==> config.mk <==
export PLATFORM = sky130hd
export DESIGN_NAME = pecd_top
export DESIGN_NICKNAME = d
export VERILOG_FILES = /design/src/include/pecd_pkg.sv /design/src/rtl/pecd_top.sv
export VERILOG_INCLUDE_DIRS = /design/src /design/src/include
export SDC_FILE = /design/constraint.sdc
export NUM_CORES = 1
export LEC_CHECK = 0
export ABC_CLOCK_PERIOD_IN_PS = 2400
export BUFFER_PORTS_ARGS = -buffer_cell sky130_fd_sc_hd__buf_2
export CORE_MARGIN = 10
export CORE_UTILIZATION = 54
export CTS_CLUSTER_SIZE = 8
export DETAILED_ROUTE_END_ITERATION = 10
export PLACE_DENSITY = 0.78
export SYNTH_ARGS = -nofsm -noshare
export SYNTH_HDL_FRONTEND = slang
export SYNTH_SLANG_ARGS = --single-unit
==> constraint.sdc <==
create_clock -name pclk -period 2.4 [get_ports pclk]
set_input_delay 0.48 -clock pclk [delete_from_list [all_inputs] [get_ports pclk]]
set_output_delay 0.48 -clock pclk [all_outputs]
set_load 0.1 [all_outputs]
==> src/include/pecd_consts.svh <==
// Purpose: Offsets, field positions, reset values and timing counts of the pin change detector.
// Assumes: APB with 32-bit data, one aligned word per register.
// Notes:   Definitions only.
`ifndef PECD_CONSTS_SVH
`define PECD_CONSTS_SVH

// ----------------------------------------
// Register byte offsets
// ----------------------------------------
`define PECD_OFF_B_RISE    12'h000
`define PECD_OFF_B_FALL    12'h004
`define PECD_OFF_B_FLAGS   12'h008
`define PECD_OFF_C_RISE    12'h00C
`define PECD_OFF_C_FALL    12'h010
`define PECD_OFF_C_FLAGS   12'h014
`define PECD_OFF_CTRL      12'h018
`define PECD_OFF_IRQ_STAT  12'h01C
`define PECD_OFF_IRQ_MASK  12'h020

// ----------------------------------------
// Field positions
// ----------------------------------------
`define PECD_B_LSB         4
`define PECD_CTRL_IRQ_EN   0
`define PECD_CTRL_SUMMARY  1
`define PECD_EVT_B         0
`define PECD_EVT_C         1

// ----------------------------------------
// Reset values and counts
// ----------------------------------------
`define PECD_RST_BYTE      8'h00
`define PECD_RST_EVT       2'h0
`define PECD_FILL_DONE     2'h3

`endif

==> src/include/pecd_pkg.sv <==
// Purpose: Types shared by the pin change detector.
// Assumes: Nothing beyond the constants header.
// Notes:   Holds types only.
package pecd_pkg;

  // ----------------------------------------
  // Types
  // ----------------------------------------
  typedef logic [7:0] pecd_byte_t;
  typedef logic [1:0] pecd_evt_t;

  // Register selected by the current bus address.
  typedef enum logic [3:0] {
    PECD_SEL_B_RISE,
    PECD_SEL_B_FALL,
    PECD_SEL_B_FLAGS,
    PECD_SEL_C_RISE,
    PECD_SEL_C_FALL,
    PECD_SEL_C_FLAGS,
    PECD_SEL_CTRL,
    PECD_SEL_IRQ_STAT,
    PECD_SEL_IRQ_MASK,
    PECD_SEL_NONE
  } pecd_sel_t;

endpackage

==> src/rtl/pecd_top.sv <==
// Purpose: Edge detection with per-pin flags for port B pins 7..4 and port C pins 7..0.
// Assumes: Pin inputs synchronous to pclk; APB master waits for pready.
// Notes:   One wait state per APB access while pclk_en is high.
//
// Added by the designer: the APB slave port and the register addresses.
`timescale 1ns/1ps
`default_nettype none
`include "pecd_consts.svh"

module pecd_top #(
  parameter int B_PINS = 4,
  parameter int C_PINS = 8
) (
  input  wire logic                pclk,
  input  wire logic                presetn,
  input  wire logic                pclk_en,
  input  wire logic                psel,
  input  wire logic                penable,
  input  wire logic                pwrite,
  input  wire logic [11:0]         paddr,
  input  wire logic [31:0]         pwdata,
  output logic      [31:0]         prdata,
  output logic                     pready,
  output logic                     pslverr,
  input  wire logic [B_PINS-1:0]   portb_pin_n,
  input  wire logic [C_PINS-1:0]   portc_pin_n,
  output logic                     change_summary_flag,
  output logic                     cpu_change_irq,
  output logic                     irq
);
  import pecd_pkg::*;

  localparam int N = B_PINS + C_PINS;

  // ----------------------------------------
  // State
  // ----------------------------------------
  logic [N-1:0]   sync1;
  logic [N-1:0]   sync2;
  logic [N-1:0]   prev;
  logic [1:0]     fill;
  logic [N-1:0]   rise_en;
  logic [N-1:0]   fall_en;
  logic [N-1:0]   flags;
  logic [N-1:0]   next_flags;
  logic           change_irq_enable;
  pecd_evt_t      irq_status;
  pecd_evt_t      irq_mask;
  logic           ack;

  // ----------------------------------------
  // Bus decode
  // ----------------------------------------
  pecd_sel_t      sel;
  logic           access;
  logic           acc_wr;
  logic           wr_b_rise;
  logic           wr_b_fall;
  logic           wr_b_flags;
  logic           wr_c_rise;
  logic           wr_c_fall;
  logic           wr_c_flags;
  logic           wr_ctrl;
  logic           wr_stat;
  logic           wr_mask;
  logic [N-1:0]   wr_data_vec;
  logic [N-1:0]   flag_wr_mask;
  logic [31:0]    rd_mux;

  // Address to register select.
  assign sel = (paddr == `PECD_OFF_B_RISE)   ? PECD_SEL_B_RISE   :
               (paddr == `PECD_OFF_B_FALL)   ? PECD_SEL_B_FALL   :
               (paddr == `PECD_OFF_B_FLAGS)  ? PECD_SEL_B_FLAGS  :
               (paddr == `PECD_OFF_C_RISE)   ? PECD_SEL_C_RISE   :
               (paddr == `PECD_OFF_C_FALL)   ? PECD_SEL_C_FALL   :
               (paddr == `PECD_OFF_C_FLAGS)  ? PECD_SEL_C_FLAGS  :
               (paddr == `PECD_OFF_CTRL)     ? PECD_SEL_CTRL     :
               (paddr == `PECD_OFF_IRQ_STAT) ? PECD_SEL_IRQ_STAT :
               (paddr == `PECD_OFF_IRQ_MASK) ? PECD_SEL_IRQ_MASK :
                                               PECD_SEL_NONE;

  // A transfer completes at the edge where pready is seen high.
  assign pready     = ack & pclk_en;
  assign pslverr    = pready & (sel == PECD_SEL_NONE);
  assign access     = psel & penable & ack & pclk_en;
  assign acc_wr     = access & pwrite;
  assign wr_b_rise  = acc_wr & (sel == PECD_SEL_B_RISE);
  assign wr_b_fall  = acc_wr & (sel == PECD_SEL_B_FALL);
  assign wr_b_flags = acc_wr & (sel == PECD_SEL_B_FLAGS);
  assign wr_c_rise  = acc_wr & (sel == PECD_SEL_C_RISE);
  assign wr_c_fall  = acc_wr & (sel == PECD_SEL_C_FALL);
  assign wr_c_flags = acc_wr & (sel == PECD_SEL_C_FLAGS);
  assign wr_ctrl    = acc_wr & (sel == PECD_SEL_CTRL);
  assign wr_stat    = acc_wr & (sel == PECD_SEL_IRQ_STAT);
  assign wr_mask    = acc_wr & (sel == PECD_SEL_IRQ_MASK);

  // Port B takes the upper nibble; the lower nibble is simply dropped.
  assign wr_data_vec  = {pwdata[C_PINS-1:0], pwdata[`PECD_B_LSB +: B_PINS]};
  assign flag_wr_mask = {{C_PINS{wr_c_flags}}, {B_PINS{wr_b_flags}}};

  // Read data; unimplemented port B bits come back as zero.
  always_comb begin
    rd_mux = 32'h0000_0000;
    case (sel)
      PECD_SEL_B_RISE:   rd_mux[`PECD_B_LSB +: B_PINS] = rise_en[B_PINS-1:0];
      PECD_SEL_B_FALL:   rd_mux[`PECD_B_LSB +: B_PINS] = fall_en[B_PINS-1:0];
      PECD_SEL_B_FLAGS:  rd_mux[`PECD_B_LSB +: B_PINS] = flags[B_PINS-1:0];
      PECD_SEL_C_RISE:   rd_mux[C_PINS-1:0] = rise_en[N-1:B_PINS];
      PECD_SEL_C_FALL:   rd_mux[C_PINS-1:0] = fall_en[N-1:B_PINS];
      PECD_SEL_C_FLAGS:  rd_mux[C_PINS-1:0] = flags[N-1:B_PINS];
      PECD_SEL_CTRL: begin
        rd_mux[`PECD_CTRL_IRQ_EN]  = change_irq_enable;
        rd_mux[`PECD_CTRL_SUMMARY] = change_summary_flag;
      end
      PECD_SEL_IRQ_STAT: rd_mux[1:0] = irq_status;
      PECD_SEL_IRQ_MASK: rd_mux[1:0] = irq_mask;
      default:           rd_mux = 32'h0000_0000;
    endcase
  end

  // Wait-state flop and registered read data.
  always_ff @(posedge pclk or negedge presetn) begin
    if (!presetn) begin
      ack    <= 1'b0;
      prdata <= 32'h0000_0000;
    end else if (pclk_en) begin
      ack <= psel & penable & ~ack;
      if (psel & penable & ~ack) begin
        prdata <= rd_mux;
      end
    end
  end

  // ----------------------------------------
  // Pin sampling and edge detection
  // ----------------------------------------
  logic [N-1:0]   pins;
  logic [N-1:0]   rise_evt;
  logic [N-1:0]   fall_evt;
  logic [N-1:0]   set_vec;
  logic           armed;

  assign pins  = {portc_pin_n, portb_pin_n};
  assign armed = (fill == `PECD_FILL_DONE);

  // Two-stage synchroniser, then a previous-level stage for comparison.
  always_ff @(posedge pclk or negedge presetn) begin
    if (!presetn) begin
      sync1 <= '0;
      sync2 <= '0;
      prev  <= '0;
      fill  <= 2'h0;
    end else if (pclk_en) begin
      sync1 <= pins;
      sync2 <= sync1;
      prev  <= sync2;
      if (!armed) begin
        fill <= fill + 2'h1;
      end
    end
  end

  // Per-pin edge qualification and flag next value.
  for (genvar i = 0; i < N; i++) begin : g_pin
    // Edges count only once the pipeline holds real samples.
    assign rise_evt[i] = armed & sync2[i] & ~prev[i];
    assign fall_evt[i] = armed & ~sync2[i] & prev[i];
    // Either enabled direction sets the flag; both enabled catch every edge.
    assign set_vec[i]  = (rise_evt[i] & rise_en[i]) | (fall_evt[i] & fall_en[i]);
    // Hardware set wins over any software write in the same cycle.
    assign next_flags[i] = (flag_wr_mask[i] ? wr_data_vec[i] : flags[i]) | set_vec[i];
  end

  // ----------------------------------------
  // Registers
  // ----------------------------------------
  // Enables, flags and control bits, all cleared by reset.
  always_ff @(posedge pclk or negedge presetn) begin
    if (!presetn) begin
      rise_en           <= '0;
      fall_en           <= '0;
      flags             <= '0;
      change_irq_enable <= 1'b0;
    end else if (pclk_en) begin
      if (wr_b_rise) begin
        rise_en[B_PINS-1:0] <= wr_data_vec[B_PINS-1:0];
      end
      if (wr_c_rise) begin
        rise_en[N-1:B_PINS] <= wr_data_vec[N-1:B_PINS];
      end
      if (wr_b_fall) begin
        fall_en[B_PINS-1:0] <= wr_data_vec[B_PINS-1:0];
      end
      if (wr_c_fall) begin
        fall_en[N-1:B_PINS] <= wr_data_vec[N-1:B_PINS];
      end
      if (wr_ctrl) begin
        change_irq_enable <= pwdata[`PECD_CTRL_IRQ_EN];
      end
      flags <= next_flags;
    end
  end

  // ----------------------------------------
  // Summary and interrupts
  // ----------------------------------------
  pecd_evt_t      evt;
  pecd_evt_t      stat_clr;

  // Summary reflects every flag; detection runs regardless of enable.
  assign change_summary_flag = |flags;
  // Core request and wake, held off until the enable is set.
  assign cpu_change_irq = change_summary_flag & change_irq_enable;

  assign evt[`PECD_EVT_B] = |set_vec[B_PINS-1:0];
  assign evt[`PECD_EVT_C] = |set_vec[N-1:B_PINS];
  assign stat_clr         = wr_stat ? pwdata[1:0] : `PECD_RST_EVT;
  assign irq              = |(irq_status & irq_mask);

  // Sticky event bits; write one clears, a new event wins.
  always_ff @(posedge pclk or negedge presetn) begin
    if (!presetn) begin
      irq_status <= `PECD_RST_EVT;
      irq_mask   <= `PECD_RST_EVT;
    end else if (pclk_en) begin
      irq_status <= (irq_status & ~stat_clr) | evt;
      if (wr_mask) begin
        irq_mask <= pwdata[1:0];
      end
    end
  end
endmodule

`default_nettype wire

### After elaboration in Yosys (flattened, before gate mapping)

Index checks and enable logic that the tools add are counted.

* add/sub/neg operators: 1
* equality and inequality tests: 18
* multiplexer cells: 25
* bitwise gates (word level): 143
* reduce and logical (&&, ||, !) cells: 14

Operator list (count)
* bitwise AND 1 bit: 89
* == test 12 x 5 -> 1 bit (second input constant): 4
* 2-to-1 mux 4 bit: 8
* inverter 1 bit: 26
* == test 12 x 4 -> 1 bit (second input constant): 2
* OR 1 bit: 24
* case mux 4 bit (6 select lines): 1
* == test 4 x 3 -> 1 bit (second input constant): 4
* AND reduction 2 bit: 8
* 2-to-1 mux 1 bit: 13
* == test 12 x 3 -> 1 bit (second input constant): 1
* == test 12 x 6 -> 1 bit (second input constant): 1
* logical NOT 12 bit: 1
* case mux 2 bit (6 select lines): 1
* OR reduction 12 bit: 1
* == test 4 x 2 -> 1 bit (second input constant): 2
* == test 4 bit (second input constant): 2
* OR reduction 8 bit: 1
* case mux 2 bit (3 select lines): 1
* bitwise AND 2 bit: 2
* == test 4 x 1 -> 1 bit (second input constant): 1
* logical NOT 4 bit: 1
* OR reduction 4 bit: 1
* adder 2 x 1 -> 2 bit (second input constant): 1
* other kinds (5): 5

* register bits after elaboration: 88
* bits of input ports: 62
* output and inout bits: 37

### Depth between registers and ports, before layout

* depth after elaboration: 16
* depth in mapped cells: 8
* mapped depth without buffers: 6

### Worst setup path before layout

Ideal clock, no wire load.

* kind: input to output
* start: input pclk_en
* end: output pslverr
* data arrival time: 3585 ps
* required time: 1920 ps
* path slack: -1665 ps
* stages: 2
* cell sequence: and2_1 -> a21boi_0

* longest elaborated chain between the ends: 2

Ends and longest elaborated chain
* from (decl): RTL line pecd_top.sv:16 `input wire logic pclk_en,`
* bitwise AND 1 bit: RTL line pecd_top.sv:83 `assign pready = ack & pclk_en;`
* bitwise AND 1 bit: RTL line pecd_top.sv:84 `assign pslverr = pready & (sel == PECD_SEL_NONE);`
* to (decl): RTL line pecd_top.sv:24 `output logic pslverr,`

No other way between the ends.

### Worst setup path after layout

* start: register flags[1]
* end: output cpu_change_irq

* longest elaborated chain between the ends: 2

Ends and longest elaborated chain
* from (decl): RTL line pecd_top.sv:44 `logic [N-1:0] flags;`
* from (signal assigned): RTL line pecd_top.sv:200 `flags <= next_flags;`
* OR reduction 12 bit: RTL line pecd_top.sv:211 `assign change_summary_flag = |flags;`
* bitwise AND 1 bit: RTL line pecd_top.sv:213 `assign cpu_change_irq = change_summary_flag & change_irq_enable;`
* to (decl): RTL line pecd_top.sv:28 `output logic cpu_change_irq,`

No other way between the ends.

==> run summary <==
largest buffer count on any clock path = 2
gr usage total = 0.162
clk sinks = 88
Worst Setup SP = flags[1]
layout cells sized above 1 = 0.357
HP Class = input port to async pin
final instance area = 0.00500 mm2
Reg2Reg Setup Slack = 0.41 ns
crit path DAT = 1.80 ns
status = complete, no violations
total negative slack = 0 ns
Hold Slack = 0.0324 ns
Initial Util = 0.550
Sequential Power Share = 0.519
insertion delay to the later sink of the worst-skew pair = 0.35 ns
RePlAce Congestion = 0.904
Synth area leader = dfrtp_1
Total Power = 3.25 mW
peak supply drop = 0.000428 V
Syn Inst Count = 387
number of global-route vias before repair = 3315
Worst setup SP type = flip-flop
Initial DRC Count = 185
worst flop-to-flop path startpoint = fill[0]
Synth top area share = 0.490
Mean Syn Cell Area = 11.6 um2
CP peak stage delay = 0.43 ns
main flop type after synthesis = dfrtp_1
die area = 0.0124 mm2
synth top area cells = dfrtp_1, mux2_2, buf_4
depth of the CTS H-tree = 3
Syn. warnings = 0
commonest non-fill, non-tap cell in the layout = dfrtp_1
Layout area overhead = 11.3%
nets = 498
Final Hold Viols = 0
Filler Cell Count = 673
post-CTS sizing = 0
worst-margin pin slew = 0.658 ns
hpwl dp = 7430 um
R2R Path End = irq_status[1]
global-route wire length before repair = 16900 um
minimum clock period = 2.28 ns
critical path's slowest cell = dfrtp_1
final worst slack = 0.121 ns
pre-CTS WS = 0.132 ns
Crit. End Element = output pin
Slew headroom = 0.561
Seq cells post-synth = 88
post-synth cell types = 57
switch share = 0.319
clock buffer count from CTS = 9
drt drc = 0
# placed instances = 529
root buffer cell = clkbuf_8
unrepaired setup endpoints after global routing = false
Slew Viols, Final = 0
Internal = 2.21 mW
initial antenna violation count = 0
# rows = 33
largest net degree at the start of global routing = 63
WP data required = 1.92 ns
Post-CTS Setup Inserts = 0
most frequent cells in the layout = dfrtp_1, mux2_2, buf_2
placed instance area = 0.00481 mm2
number of synthesized flops with an enable pin = 0
CTS tree = done
Post-DRT Antenna Nets = 0
Port Buffers = 50
leakage = 2.32 nW
vias post-DR = 3143
n_diodes = 0
Worst Setup EP = cpu_change_irq
Comb pwr share = 0.190
core area = 0.00818 mm2
clock skew = 0.00869 ns
Pre-Repair DR Iteration Count = 4
Die Ht = 111 um
Core Util, Final = 0.612
Power Density = 650 mW/mm2
max-cap violations = 0
gr ovfl total = 0
Worst R2R Path Depth = 6
Max Fclk = 0.439 GHz
DR vias/cell = 5.77
Net Sw Power = 1.04 mW
Final period util = 0.950
boundary pin count = 99
non-filler cells, final = 545
clk slew on worst S/H paths = 0.09 ns
sequential fraction of the synthesis area = 0.490
Setup Viol. Count Final = 0
CP Max Fanout = 3
clock power share = 0.291
DR WL/cell = 18.6 um
total wire length = 10200 um
Die W = 111 um
worst path cell trace = nor4_2, nand3_2, and2_2, buf_2
cell area after synthesis = 0.00449 mm2
CP Class = flip-flop to output pin
ys async rst share = 1.00
cts hold-fix bufs = 0
critical path: cells and delay by family (launching register included):
family	cells	cell delay (ns)
flip-flops	1	0.43
AND/OR/NAND/NOR	3	0.73
buffers and inverters	1	0.28
area by class of cell:
cell class                      count  area (um2)  share of cell area
Sequential cell                    88        2200               0.440
Multi-Input combinational cell    273        2120               0.424
Timing Repair Buffer               56         340              0.0680
Clock buffer                       11         151              0.0303
Tap cell                          105         131              0.0263
Clock inverter                      5        31.3             0.00625
Inverter                            7        26.3             0.00525
power groups by stage:
stage,Combinational [mW],Sequential [mW],Clock [mW]
6_report,0.619,1.69,0.947
5_1_grt,0.668,1.70,1.04
4_1_cts,0.622,1.69,0.974
3_5_place_dp,0.621,1.72,0
3_3_place_gp,0.602,1.70,0
2_1_floorplan,0.461,1.74,0
state kept, by name, indices dropped and copies added, names as in the netlist:
signal / flops
sync2: 12
fill: 2
irq_status: 2
prdata: 8
change_irq_enable: 1
sync1: 12
ack: 1
fall_en: 12
rise_en: 12
flags: 12
prev: 12
irq_mask: 2
worst min-delay path by stage:
stage                  from    endpoint  cells after the start
CTS                 presetn  fall_en[3]                      1
global route        presetn     prev[3]                      1
detailed placement  presetn    sync1[2]                      1
finish              presetn     prev[3]                      1
floorplan           presetn         ack                      0
global placement    presetn    sync1[2]                      1
per-layer routing:
layer  track usage  vias to the layer above  wire length (um)
met5             0                        -                 0
met4        0.0514                        0               142
met3        0.0449                       11               820
met2         0.255                      126              4650
met1         0.211                     1539              4550
li1              -                     1467                 -
synthesized netlist by cell type, drive strengths merged, types with 2 or more instances:
library cell,instances
a21o,4
a21oi,7
a221o,7
a22oi,8
a31oi,7
and2,5
and3,3
buf,32
clkbuf,10
dfrtp,88
inv,7
mux2,67
mux2i,6
nand2,24
nand2b,3
nand3,8
nand3b,3
nand4,4
nand4b,16
nor2,19
nor2b,10
nor3,5
nor4,8
o21ai,13
or3,2
cell families (layout without fill, tap and decap cells):
| group | count (synthesis) | count (layout) | share of synthesized area |
|---|---|---|---|
| DFF | 88 | 88 | 0.490 |
| other | 1 | 24 | 0.000834 |
| and+or+nand+nor | 115 | 115 | 0.160 |
| muxes | 74 | 74 | 0.190 |
| adders and majority gates | 1 | 1 | 0.00278 |
| AOI/OAI and AO/OA | 58 | 58 | 0.0905 |
| buffers and inverters | 49 | 79 | 0.0643 |
| xor gates and xnor gates | 1 | 1 | 0.00195 |
No activity file was read; power rests on OpenSTA's default activity.
